$ cat src/hw/sbd_consts.svh
`ifndef SBD_CONSTS_SVH
`define SBD_CONSTS_SVH
// region bases and sizes (bytes)
`define SBD_FLASH_BASE  32'h0000_0000
`define SBD_FLASH_SIZE  32'h0002_0000
`define SBD_RAM_BASE    32'h2000_0000
`define SBD_RAM_SIZE    32'h0000_4000
`define SBD_DRAM_BASE   32'h2020_0000
`define SBD_DRAM_SIZE   32'h0000_0070
`define SBD_PER16_BASE  32'h4000_0000
`define SBD_PER16_SIZE  32'h0000_1000
`define SBD_PER32_BASE  32'h4000_1000
`define SBD_PER32_SIZE  32'h0000_2000
`define SBD_ROMT_BASE   32'hF000_0000
`define SBD_ROMT_SIZE   32'h0000_1000
`define SBD_TRACE_BASE  32'hF020_0000
`define SBD_TRACE_SIZE  32'h0002_4000
// beat counts and flash wait reset setting
`define SBD_ONE_BEAT    3'h1
`define SBD_TWO_BEATS   3'h2
`define SBD_FOUR_BEATS  3'h4
`define SBD_WAIT_RESET  2'h0
`endif

$ cat src/hw/sbd_pkg.sv
package sbd_pkg;
  typedef enum logic [1:0] {
    SBD_SZ_BYTE,
    SBD_SZ_HALF,
    SBD_SZ_WORD
  } sbd_size_e;
  typedef enum logic [1:0] {
    SBD_DW_8,
    SBD_DW_16,
    SBD_DW_32
  } sbd_width_e;
  typedef enum logic [3:0] {
    SBD_TGT_NONE,
    SBD_TGT_FLASH,
    SBD_TGT_RAM,
    SBD_TGT_DRAM,
    SBD_TGT_PER16,
    SBD_TGT_PER32,
    SBD_TGT_ROMT,
    SBD_TGT_TRACE
  } sbd_target_e;
  typedef struct packed {
    logic [31:0] addr;
    sbd_size_e   size;
    logic        write;
    logic [31:0] wdata;
  } sbd_req_s;
  typedef struct packed {
    logic [31:0] addr;
    sbd_size_e   size;
    logic        write;
    logic [31:0] wdata;
    sbd_target_e target;
  } sbd_beat_s;
endpackage

$ cat src/hw/sbd_decode.sv
`timescale 1ns/100ps
`default_nettype none
`include "sbd_consts.svh"
module sbd_decode
  import sbd_pkg::*;
(
  // request
  input  wire logic [31:0] addr,
  input  wire sbd_size_e   size,
  // decode result
  output sbd_target_e      target,
  output sbd_width_e       width,
  output logic [2:0]       beats
);
  // full 32-bit space, fetch and data alike
  always_comb begin
    target = SBD_TGT_NONE;
    width  = SBD_DW_32;
    if (addr - `SBD_FLASH_BASE < `SBD_FLASH_SIZE) begin
      target = SBD_TGT_FLASH;
    end else if (addr - `SBD_RAM_BASE < `SBD_RAM_SIZE) begin
      target = SBD_TGT_RAM;
    end else if (addr - `SBD_DRAM_BASE < `SBD_DRAM_SIZE) begin
      target = SBD_TGT_DRAM;
    end else if (addr - `SBD_PER16_BASE < `SBD_PER16_SIZE) begin
      target = SBD_TGT_PER16;
      width  = SBD_DW_16;
    end else if (addr - `SBD_PER32_BASE < `SBD_PER32_SIZE) begin
      target = SBD_TGT_PER32;
    end else if (addr - `SBD_ROMT_BASE < `SBD_ROMT_SIZE) begin
      target = SBD_TGT_ROMT;
    end else if (addr - `SBD_TRACE_BASE < `SBD_TRACE_SIZE) begin
      target = SBD_TGT_TRACE;
    end
  end
  // beats by device width and access size
  always_comb begin
    beats = `SBD_ONE_BEAT;
    if (width == SBD_DW_8) begin
      if (size == SBD_SZ_HALF) begin
        beats = `SBD_TWO_BEATS;
      end else if (size == SBD_SZ_WORD) begin
        beats = `SBD_FOUR_BEATS;
      end
    end else if (width == SBD_DW_16 && size == SBD_SZ_WORD) begin
      beats = `SBD_TWO_BEATS;
    end
  end
endmodule
`default_nettype wire

$ cat src/hw/sbd_fabric.sv
// Contract
// - one bus cycle equals one clock period
// - beats follow target width and access size
// - 4K region at 0x40000000 is 16-bit
// - 8K region after it is 32-bit
// - 128K flash at zero, 32-bit
// - vector table sits at flash start
// - 16K work RAM at 0x20000000
// - 112-byte display RAM at 0x20200000
// - 4K ROM table at 0xF0000000
// - 144K trace buffer at 0xF0200000
// - flash reads add configured wait cycles
// - full 4G space for fetch and data
`timescale 1ns/100ps
`default_nettype none
`include "sbd_consts.svh"
module sbd_fabric
  import sbd_pkg::*;
(
  // clock and reset
  input  wire logic        clk,
  input  wire logic        rst,
  // master request
  input  wire logic        req_valid,
  input  wire sbd_req_s    req,
  output logic             req_ready_ff,
  // master answer
  output logic             rsp_valid_ff,
  output logic [31:0]      rsp_rdata_ff,
  // flash wait setting
  input  wire logic [1:0]  flash_read_wait_select,
  // target side, one beat per clock
  output logic             beat_valid_ff,
  output sbd_beat_s        beat_ff,
  input  wire logic [31:0] beat_rdata
);
  typedef enum {SBD_IDLE, SBD_BEAT, SBD_WAIT} sbd_state_e;

  sbd_state_e  state_ff;
  sbd_state_e  nxt_state;
  sbd_target_e dec_target;
  sbd_width_e  dec_width;
  logic [2:0]  dec_beats;
  logic [2:0]  left_ff;
  logic [1:0]  wait_ff;
  logic [1:0]  wait_cfg_ff;
  logic [31:0] acc_ff;
  logic [4:0]  shift_ff;
  logic [4:0]  step;
  logic [31:0] lane_mask;
  logic [31:0] lane_data;
  logic        take;
  logic        flash_hold;
  logic        last_beat;
  logic        split_next;
  logic        wait_done;

  sbd_decode u_decode (
    .addr   (req.addr),
    .size   (req.size),
    .target (dec_target),
    .width  (dec_width),
    .beats  (dec_beats)
  );

  // a request is taken only while idle and ready
  assign take = req_valid && req_ready_ff && state_ff == SBD_IDLE;

  // flash reads with a nonzero wait setting park in the wait state
  assign flash_hold = beat_ff.target == SBD_TGT_FLASH && !beat_ff.write
                   && wait_cfg_ff != `SBD_WAIT_RESET;

  assign last_beat  = state_ff == SBD_BEAT && !flash_hold
                   && left_ff == `SBD_ONE_BEAT;
  assign split_next = state_ff == SBD_BEAT && !flash_hold
                   && left_ff != `SBD_ONE_BEAT;
  assign wait_done  = state_ff == SBD_WAIT && wait_ff == 2'h1;

  // step in bit lanes between beats of a split access
  assign step = (beat_ff.size == SBD_SZ_HALF) ? 5'h10 : 5'h08;

  // a split beat owns only the low lanes of the target data
  assign lane_mask = (beat_ff.size == SBD_SZ_HALF) ? 32'h0000_FFFF
                   : 32'h0000_00FF;

  always_comb begin
    lane_data = beat_rdata;
    if (beat_ff.target == SBD_TGT_NONE) begin
      lane_data = 32'h0000_0000;
    end else if (!(shift_ff == 5'h00 && left_ff == `SBD_ONE_BEAT)) begin
      lane_data = (beat_rdata & lane_mask) << shift_ff;
    end
  end

  // next state of the sequencer
  always_comb begin
    nxt_state = state_ff;
    unique case (state_ff)
      SBD_IDLE: begin
        if (take) begin
          nxt_state = SBD_BEAT;
        end
      end
      SBD_BEAT: begin
        if (flash_hold) begin
          nxt_state = SBD_WAIT;
        end else if (left_ff == `SBD_ONE_BEAT) begin
          nxt_state = SBD_IDLE;
        end
      end
      SBD_WAIT: begin
        if (wait_ff == 2'h1) begin
          nxt_state = SBD_IDLE;
        end
      end
      default: nxt_state = SBD_IDLE;
    endcase
  end

  // wait setting taken at access start so it holds for the access
  always_ff @(posedge clk or posedge rst) begin
    if (rst) begin
      wait_cfg_ff <= `SBD_WAIT_RESET;
    end else if (state_ff == SBD_IDLE) begin
      wait_cfg_ff <= flash_read_wait_select;
    end
  end

  // sequencer: every transition is one clock
  always_ff @(posedge clk or posedge rst) begin
    if (rst) begin
      state_ff <= SBD_IDLE;
    end else begin
      state_ff <= nxt_state;
    end
  end

  // master stays stalled from take until the final beat or wait
  always_ff @(posedge clk or posedge rst) begin
    if (rst) begin
      req_ready_ff <= 1'b1;
    end else if (take) begin
      req_ready_ff <= 1'b0;
    end else if (last_beat || wait_done) begin
      req_ready_ff <= 1'b1;
    end
  end

  // beat strobe stands for every beat of the access
  always_ff @(posedge clk or posedge rst) begin
    if (rst) begin
      beat_valid_ff <= 1'b0;
    end else if (take) begin
      beat_valid_ff <= 1'b1;
    end else if (last_beat || (state_ff == SBD_BEAT && flash_hold)) begin
      beat_valid_ff <= 1'b0;
    end
  end

  // beat fields: loaded at take, stepped between split beats
  always_ff @(posedge clk or posedge rst) begin
    if (rst) begin
      beat_ff <= '0;
    end else if (take) begin
      beat_ff.addr   <= req.addr;
      beat_ff.write  <= req.write;
      beat_ff.wdata  <= req.wdata;
      beat_ff.target <= dec_target;
      // a split beat carries the device width
      beat_ff.size   <= (dec_beats == `SBD_ONE_BEAT) ? req.size
                      : ((dec_width == SBD_DW_16) ? SBD_SZ_HALF
                      : SBD_SZ_BYTE);
    end else if (split_next) begin
      beat_ff.addr  <= beat_ff.addr + {29'h0, step[4:3]};
      beat_ff.wdata <= beat_ff.wdata >> step;
    end
  end

  // beats left and lane position of the current beat
  always_ff @(posedge clk or posedge rst) begin
    if (rst) begin
      left_ff  <= 3'h0;
      shift_ff <= 5'h00;
    end else if (take) begin
      left_ff  <= dec_beats;
      shift_ff <= 5'h00;
    end else if (split_next) begin
      left_ff  <= left_ff - 3'h1;
      shift_ff <= shift_ff + step;
    end
  end

  // flash wait countdown
  always_ff @(posedge clk or posedge rst) begin
    if (rst) begin
      wait_ff <= 2'h0;
    end else if (state_ff == SBD_BEAT && flash_hold) begin
      wait_ff <= wait_cfg_ff;
    end else if (state_ff == SBD_WAIT) begin
      wait_ff <= wait_ff - 2'h1;
    end
  end

  // read data assembly and single completion pulse
  always_ff @(posedge clk or posedge rst) begin
    if (rst) begin
      acc_ff       <= 32'h0000_0000;
      rsp_valid_ff <= 1'b0;
      rsp_rdata_ff <= 32'h0000_0000;
    end else begin
      rsp_valid_ff <= 1'b0;
      if (state_ff == SBD_IDLE) begin
        acc_ff <= 32'h0000_0000;
      end
      if (state_ff == SBD_BEAT) begin
        acc_ff <= acc_ff | lane_data;
      end
      if (last_beat) begin
        rsp_valid_ff <= 1'b1;
        rsp_rdata_ff <= beat_ff.write ? 32'h0000_0000
                      : (acc_ff | lane_data);
      end
      if (wait_done) begin
        rsp_valid_ff <= 1'b1;
        rsp_rdata_ff <= acc_ff;
      end
    end
  end
endmodule
`default_nettype wire

$ cat config.mk
export PLATFORM = sky130hd
export DESIGN_NAME = sbd_fabric
export DESIGN_NICKNAME = d
export VERILOG_FILES = /design/src/hw/sbd_pkg.sv /design/src/hw/sbd_decode.sv /design/src/hw/sbd_fabric.sv
export VERILOG_INCLUDE_DIRS = /design/src /design/src/hw
export SDC_FILE = /design/constraint.sdc
export NUM_CORES = 1
export LEC_CHECK = 0
export BUFFER_PORTS_ARGS = -buffer_cell sky130_fd_sc_hd__buf_2
export CAP_MARGIN = 25
export CORE_ASPECT_RATIO = 1.2
export CORE_UTILIZATION = 40
export CTS_CLUSTER_DIAMETER = 30
export DETAILED_ROUTE_END_ITERATION = 10
export SKIP_CTS_REPAIR_TIMING = 1
export SLEW_MARGIN = 15
export SYNTH_ARGS = -nofsm -noshare
export SYNTH_HDL_FRONTEND = slang
export SYNTH_SLANG_ARGS = --single-unit
$ cat constraint.sdc
create_clock -name clk -period 11.3 [get_ports clk]
set_input_delay 2.26 -clock clk [delete_from_list [all_inputs] [get_ports clk]]
set_output_delay 2.26 -clock clk [all_outputs]
set_load 0.01 [all_outputs]
==> results of run 1 <==
-- layout make-up --
type | instances | area [um2]
inverters | 26 | 103
repair buffers | 223 | 1160
multi-input cells | 763 | 4220
clock inverters | 13 | 176
well taps | 265 | 332
flip-flops and latches | 148 | 3700
fillers | 2065 | 10100
clock buffers | 18 | 439
-- logic make-up (layout without fill, tap and decap cells) --
group / Yosys count / after routing / share of synthesized area, %
compound gates: 313 / 313 / 23.5
xor+xnor: 11 / 11 / 1.17
fa+ha+maj: 16 / 16 / 2.51
buf+inv: 94 / 280 / 4.43
flops: 148 / 148 / 44.8
mux: 4 / 4 / 0.515
other cells: 1 / 1 / 0.0454
simple gates: 418 / 418 / 23.0
-- sequential cells by signal (all words and copies together), names as in the netlist --
register	cells
wait_cfg_ff	2
shift_ff	2
rsp_valid_ff	1
beat_ff	70
req_ready_ff	1
acc_ff	32
beat_valid_ff	1
left_ff	3
state_ff	2
rsp_rdata_ff	32
wait_ff	2
-- tightest hold or removal path, cell delays in order (launching register included) --
cell and delay (ns):
dfrtp_1 0.33, nand2_1 0.04, o21ai_0 0.06
-- metal layers --
| layer | share of wire, % | global-route usage [%] | vias to the layer above | routed length [um] |
|---|---|---|---|---|
| li1 | - | - | 3957 | - |
| met1 | 44 | 31.4 | 3953 | 11000 |
| met2 | 48 | 39.3 | 285 | 12100 |
| met3 | 6.7 | 5.25 | 28 | 1700 |
| met4 | 1.7 | 7.13 | 0 | 442 |
| met5 | 0 | 0 | - | 0 |
-- final timing paths --
path	end	slack [ns]	depth (start not counted)
setup / recovery	beat_ff[2]	7.09	9
hold / removal	rsp_rdata_ff[6]	0.47	2
setup reg to reg	beat_ff[70]	7.45	10
hold reg to reg	rsp_rdata_ff[6]	0.47	2
max in group asynchronous	beat_ff[34]	8.02	3
min in group asynchronous	rsp_valid_ff	2.00	2
-- cells in the final DEF (no fill, tap or decap), drive strengths merged, types with 5 or more instances in the layout --
cell type  Yosys  routed
or3            7       7
clkinv         0       5
inv           26      29
nor4          12      12
nor3          12      12
a222oi         9       9
nor2         116     116
and3          11      11
nand3         37      37
nand4         11      11
ha            15      15
nand2b         6       6
o211ai        11      11
a31oi         33      33
nand2        177     177
clkbuf        54      18
xnor2          5       5
dfrtp        147     147
xor2           6       6
a21oi        110     110
o311ai        10      10
o21a           5       5
o21ai         83      83
buf           14     223
a2bb2oi       13      13
-- through the flow --
step,setup WS [ns],hold WS [ns],power [W]
5_1_grt,6.89,0.505,0.00279
3_5_place_dp,6.65,0.466,0.00202
3_3_place_gp,6.69,0.462,0.00199
4_1_cts,7.08,0.481,0.00262
2_1_floorplan,5.06,0.463,0.00160
6_report,7.09,0.475,0.00260
-- power by group --
part	leakage, nW	internal (W)	switching (W)
Sequential	1.91	0.000726	0.000195
Combinational	2.44	0.000427	0.000654
Clock	0.296	0.000357	0.000237
==> run summary, run 1 <==
RR Startpoint: beat_ff[38]
HP Class: reg2reg
Final instance area: 0.0101 mm2
Min Tclk post-route: 4.21 ns
Routed WL: 25300 um
Max-cap violation count: 0
Commonest cells post-synth: nand2_1 (177), dfrtp_1 (147), nor2_1 (116)
Yosys reg bits: 148
CORE AREA: 0.0203 mm2
Top_reg_cell synth: dfrtp_1
DR iter-0 viols: 612
Clk_skew: 0.0126 ns
Cell Area, Placed: 0.00952 mm2
Crit path capture type: flop
WP data arrival: 4.55 ns
Largest area contributor in the netlist: dfrtp_1
Worst ir drop on vdd: 0.114 mV
Worst setup SP type: primary input
Post-synthesis sequential area ratio: 44.8%
Clk sinks: 148
Synthesized area per cell: 8.23 um2
Final setup fails: 0
Post-DR wirelength/cell: 17.4 um
Via density per instance: 5.65
Pre-Repair DR Iteration Count: 8
Status: complete, no violations
Non-filler instance count after layout: 1456
CTS tree: yes
Total gr overflow: 0
Final Wtd Congestion: 0.898
Most common cell in the netlist: nand2_1
LEAKAGE: 4.65 nW
Initial Util: 40.8%
Kind of critical path: in2reg
Total die area: 0.0213 mm2
Initial antenna violation count: 0
Global-route wire length before repair: 40500 um
Final period utilization: 37.3%
Crit-path leading delay family: simple AND/OR/NAND/NOR gates
CTS Buf Count: 17
Final Max Slew Viols: 0
RSZ-0062 raised after global routing: false
N_diodes: 0
Worst path cell trace: buf_2 -> inv_1 -> ha_1 -> or4b_1 -> nor4_4 -> and4_1 -> o22ai_1 -> or4_4 -> a31oi_1
Port Buffers: 208
Netlist cell types: 69
Antenna-violating nets left: 0
Via count: 8223
CTS root buffer: clkbuf_16
Clock slew at reported path FFs: 0.06 ns
Largest net degree at the start of global routing: 92
Row count: 57
PwrDens: 256 mW/mm2
Total track usage: 23.9%
Largest cells by area after synthesis: dfrtp_1 (44%), nand2_1 (8.0%), a21oi_1 (6.7%)
Hpwl dp: 17400 um
Htree depth: 4
IO Pins: 210
Async SR Flop Fraction: 100%
Vias in the first global route: 7673
Fmax: 0.237 GHz
CP max stage cell: or4b_1
Net count after synthesis: 1125
Crit. Startpoint: req[56]
Synth top area share: 44.5%
Placed insts: 1425
Clock Latency Late Sink: 0.42 ns
Final Hold Fails: 0
Setup TNS: 0 ns
Share of cells above drive strength 1: 23.1%
Synthesis-to-finish area growth: 22.5%
Slew margin rel.: 35.1%
Die width: 133 um
Post-route DRC: 0
Max Buffers Root-to-Sink: 2
Worst slew pin tran: 0.972 ns
Fin nets: 1299
Min-delay src: rsp_rdata_ff[6]
CP bufs+invs: 2
Die Ht: 159 um
CP Data Required Time: 11.64 ns
Post-synth EDFFs: 0
Mapped Area: 0.00827 mm2
CP peak stage delay: 0.57 ns
Syn Inst Count: 1005
Yosys warns: 0
CP max FO: 6
Layout Utilization: 50.0%
(Power assumes the default switching activity.)
==> run 2: changes to the inputs <==
==> constraint.sdc (replaced) <==
create_clock -name clk -period 4.4 [get_ports clk]
set_input_delay 0.88 -clock clk [delete_from_list [all_inputs] [get_ports clk]]
set_output_delay 0.88 -clock clk [all_outputs]
set_load 0.01 [all_outputs]
==> run summary, run 2 (synthesis gave the netlist of run 1 again) <==
Status: complete, no violations
Clock Latency Late Sink: 0.43 ns (about the same)
Initial Util: 40.8% (unchanged)
Via density per instance: 5.69 (+0.74%)
Htree depth: 4 (unchanged)
DR iter-0 viols: 609 (-0.49%)
Kind of critical path: reg2reg
Via count: 8312 (+1.1%)
Clock slew at reported path FFs: 0.06 ns (about the same)
RSZ-0062 raised after global routing: false
Layout Utilization: 50.4% (+0.33 points)
Biggest register: beat_ff
Clk sinks: 148 (unchanged)
Final Hold Fails: 0 (unchanged)
Largest net degree at the start of global routing: 78 (-15%)
Total die area: 0.0213 mm2 (unchanged)
Pre-Repair DR Iteration Count: 6 (-2)
R2R setup slack: 0.92 ns (-6.53 ns)
Synthesis-to-finish area growth: 23.4%
Post-DR wirelength/cell: 17.5 um (+0.88%)
Most common cell after layout, fill and taps aside: buf_2
Port Buffers: 208 (unchanged)
Die Ht: 159 um (unchanged)
Antenna-violating nets left: 0 (unchanged)
Max-cap violation count: 0 (unchanged)
Worst Hold Path EP: rsp_rdata_ff[6]
Routed WL: 25600 um (+1.2%)
Fmax: 0.287 GHz
Hpwl dp: 17800 um (+2.4%)
CP Data Required Time: 4.76 ns (-6.88 ns)
Global-route wire length before repair: 41600 um (+2.6%)
Final setup fails: 0 (unchanged)
CTS tree: yes
Most frequent cells in the layout: buf_2 (210), nand2_1 (177), dfrtp_1 (147), nor2_1 (116), a21oi_1 (110)
Die width: 133 um (unchanged)
Max reg flops: 70 (unchanged)
Row count: 57 (unchanged)
PwrDens: 666 mW/mm2 (+160%)
Max Buffers Root-to-Sink: 2 (unchanged)
CP max FO: 9 (+3)
Clk_skew: 0.0112 ns (-0.00145 ns)
Min-delay src: rsp_rdata_ff[6]
FF-to-FF End: beat_ff[69]
Worst setup SP type: flop
Worst slew pin tran: 1.06 ns (+0.0891 ns)
N_diodes: 0 (unchanged)
Slew margin rel.: 29.1% (-6.0 points)
LEAKAGE: 4.68 nW (+0.77%)
CTS root buffer: clkbuf_16
Final Max Slew Viols: 0 (unchanged)
Crit path capture type: flop
Initial antenna violation count: 1 (+1)
Total gr overflow: 0 (unchanged)
Minimum setup slack in the final design: 0.920 ns (-6.17 ns)
Post-route DRC: 0 (unchanged)
Fin nets: 1303 (+0.31%)
Total track usage: 24.6% (+0.66 points)
HP Class: reg2reg
RR Startpoint: beat_ff[38]
Setup TNS: 0 ns (unchanged)
Setup Slack @ Placement: 0.929 ns (-5.72 ns)
WP data arrival: 3.84 ns (-0.71 ns)
Share of cells above drive strength 1: 23.3% (+0.24 points)
CORE AREA: 0.0203 mm2 (unchanged)
Hold-critical path depth: 2 (unchanged)
Worst ir drop on vdd: 0.283 mV (+150%)
Final period utilization: 79.1%
Top Registers: beat_ff x70, acc_ff x32, rsp_rdata_ff x32
Vias in the first global route: 7941 (+3.5%)
Final Wtd Congestion: 0.885 (-1.5%)
IO Pins: 210 (unchanged)
CTS Buf Count: 17 (unchanged)
R2R cell count: 10 (unchanged)
Min Tclk post-route: 3.48 ns
-- run 2: changes by cell type in the layout (fill, tap and decap cells not counted) --
cell	previous run	this run
buf_4	12	16
bufinv_16	3	5
clkbuf_1	0	1
clkbuf_8	1	0
clkinv_2	1	2
clkinv_4	4	2
-- run 2: worst max-delay path by stage --
stage	start	endpoint	slack, ns
after floorplan	beat_ff[38]	beat_ff[69]	0.80
after global placement	beat_ff[38]	beat_ff[69]	1.03
after detailed placement	beat_ff[38]	beat_ff[69]	0.93
after CTS	beat_ff[38]	beat_ff[69]	0.90
after global routing	beat_ff[37]	beat_ff[69]	0.62
final	beat_ff[38]	beat_ff[69]	0.92
-- run 2: final cells by class --
class / instances / area [um2]
Inverter: 26 / 101
Sequential cell: 148 / 3700
Fill cell: 2028 / 10100
Clock inverter: 14 / 225
Clock buffer: 18 / 429
Multi-Input combinational cell: 763 / 4220
Timing Repair Buffer: 227 / 1190
Tap cell: 265 / 332
-- run 2: through the flow --
stage,total power [W],std cells,cell area [um2],hold WS (ns)
CTS,0.00684,1461,10200,0.482
global route,0.00730,1461,10200,0.510
floorplan,0.00412,1005,8270,0.463
global placement,0.00514,1427,9530,0.462
detailed placement,0.00519,1429,9540,0.468
finish,0.00679,1461,10200,0.475
-- run 2: critical path: stages (launching register included) --
cell and delay [ns]:
dfrtp_1 0.35, nand2b_1 0.41, ha_1 0.26, inv_1 0.06, fa_1 0.42, and4b_1 0.39
nand3_1 0.26, nor4_2 0.67, nand4_1 0.19, or3_1 0.34, nand3_1 0.08
-- run 2: layer usage --
layer | GRT usage (%) | vias to the layer above | part of all wire [%]
li1 | - | 3966 | -
met4 | 8.01 | 2 | 2.1
met1 | 32.0 | 3984 | 43
met2 | 40.4 | 324 | 48
met3 | 5.28 | 36 | 7.0
met5 | 0 | - | 0.039
-- run 2: report_power, final --
part | switching (W) | total, W | internal, W
Combinational | 0.00168 | 0.00278 | 0.00111
Sequential | 0.000507 | 0.00237 | 0.00186
Clock | 0.000618 | 0.00164 | 0.00102
Total | 0.00280 | 0.00679 | 0.00399
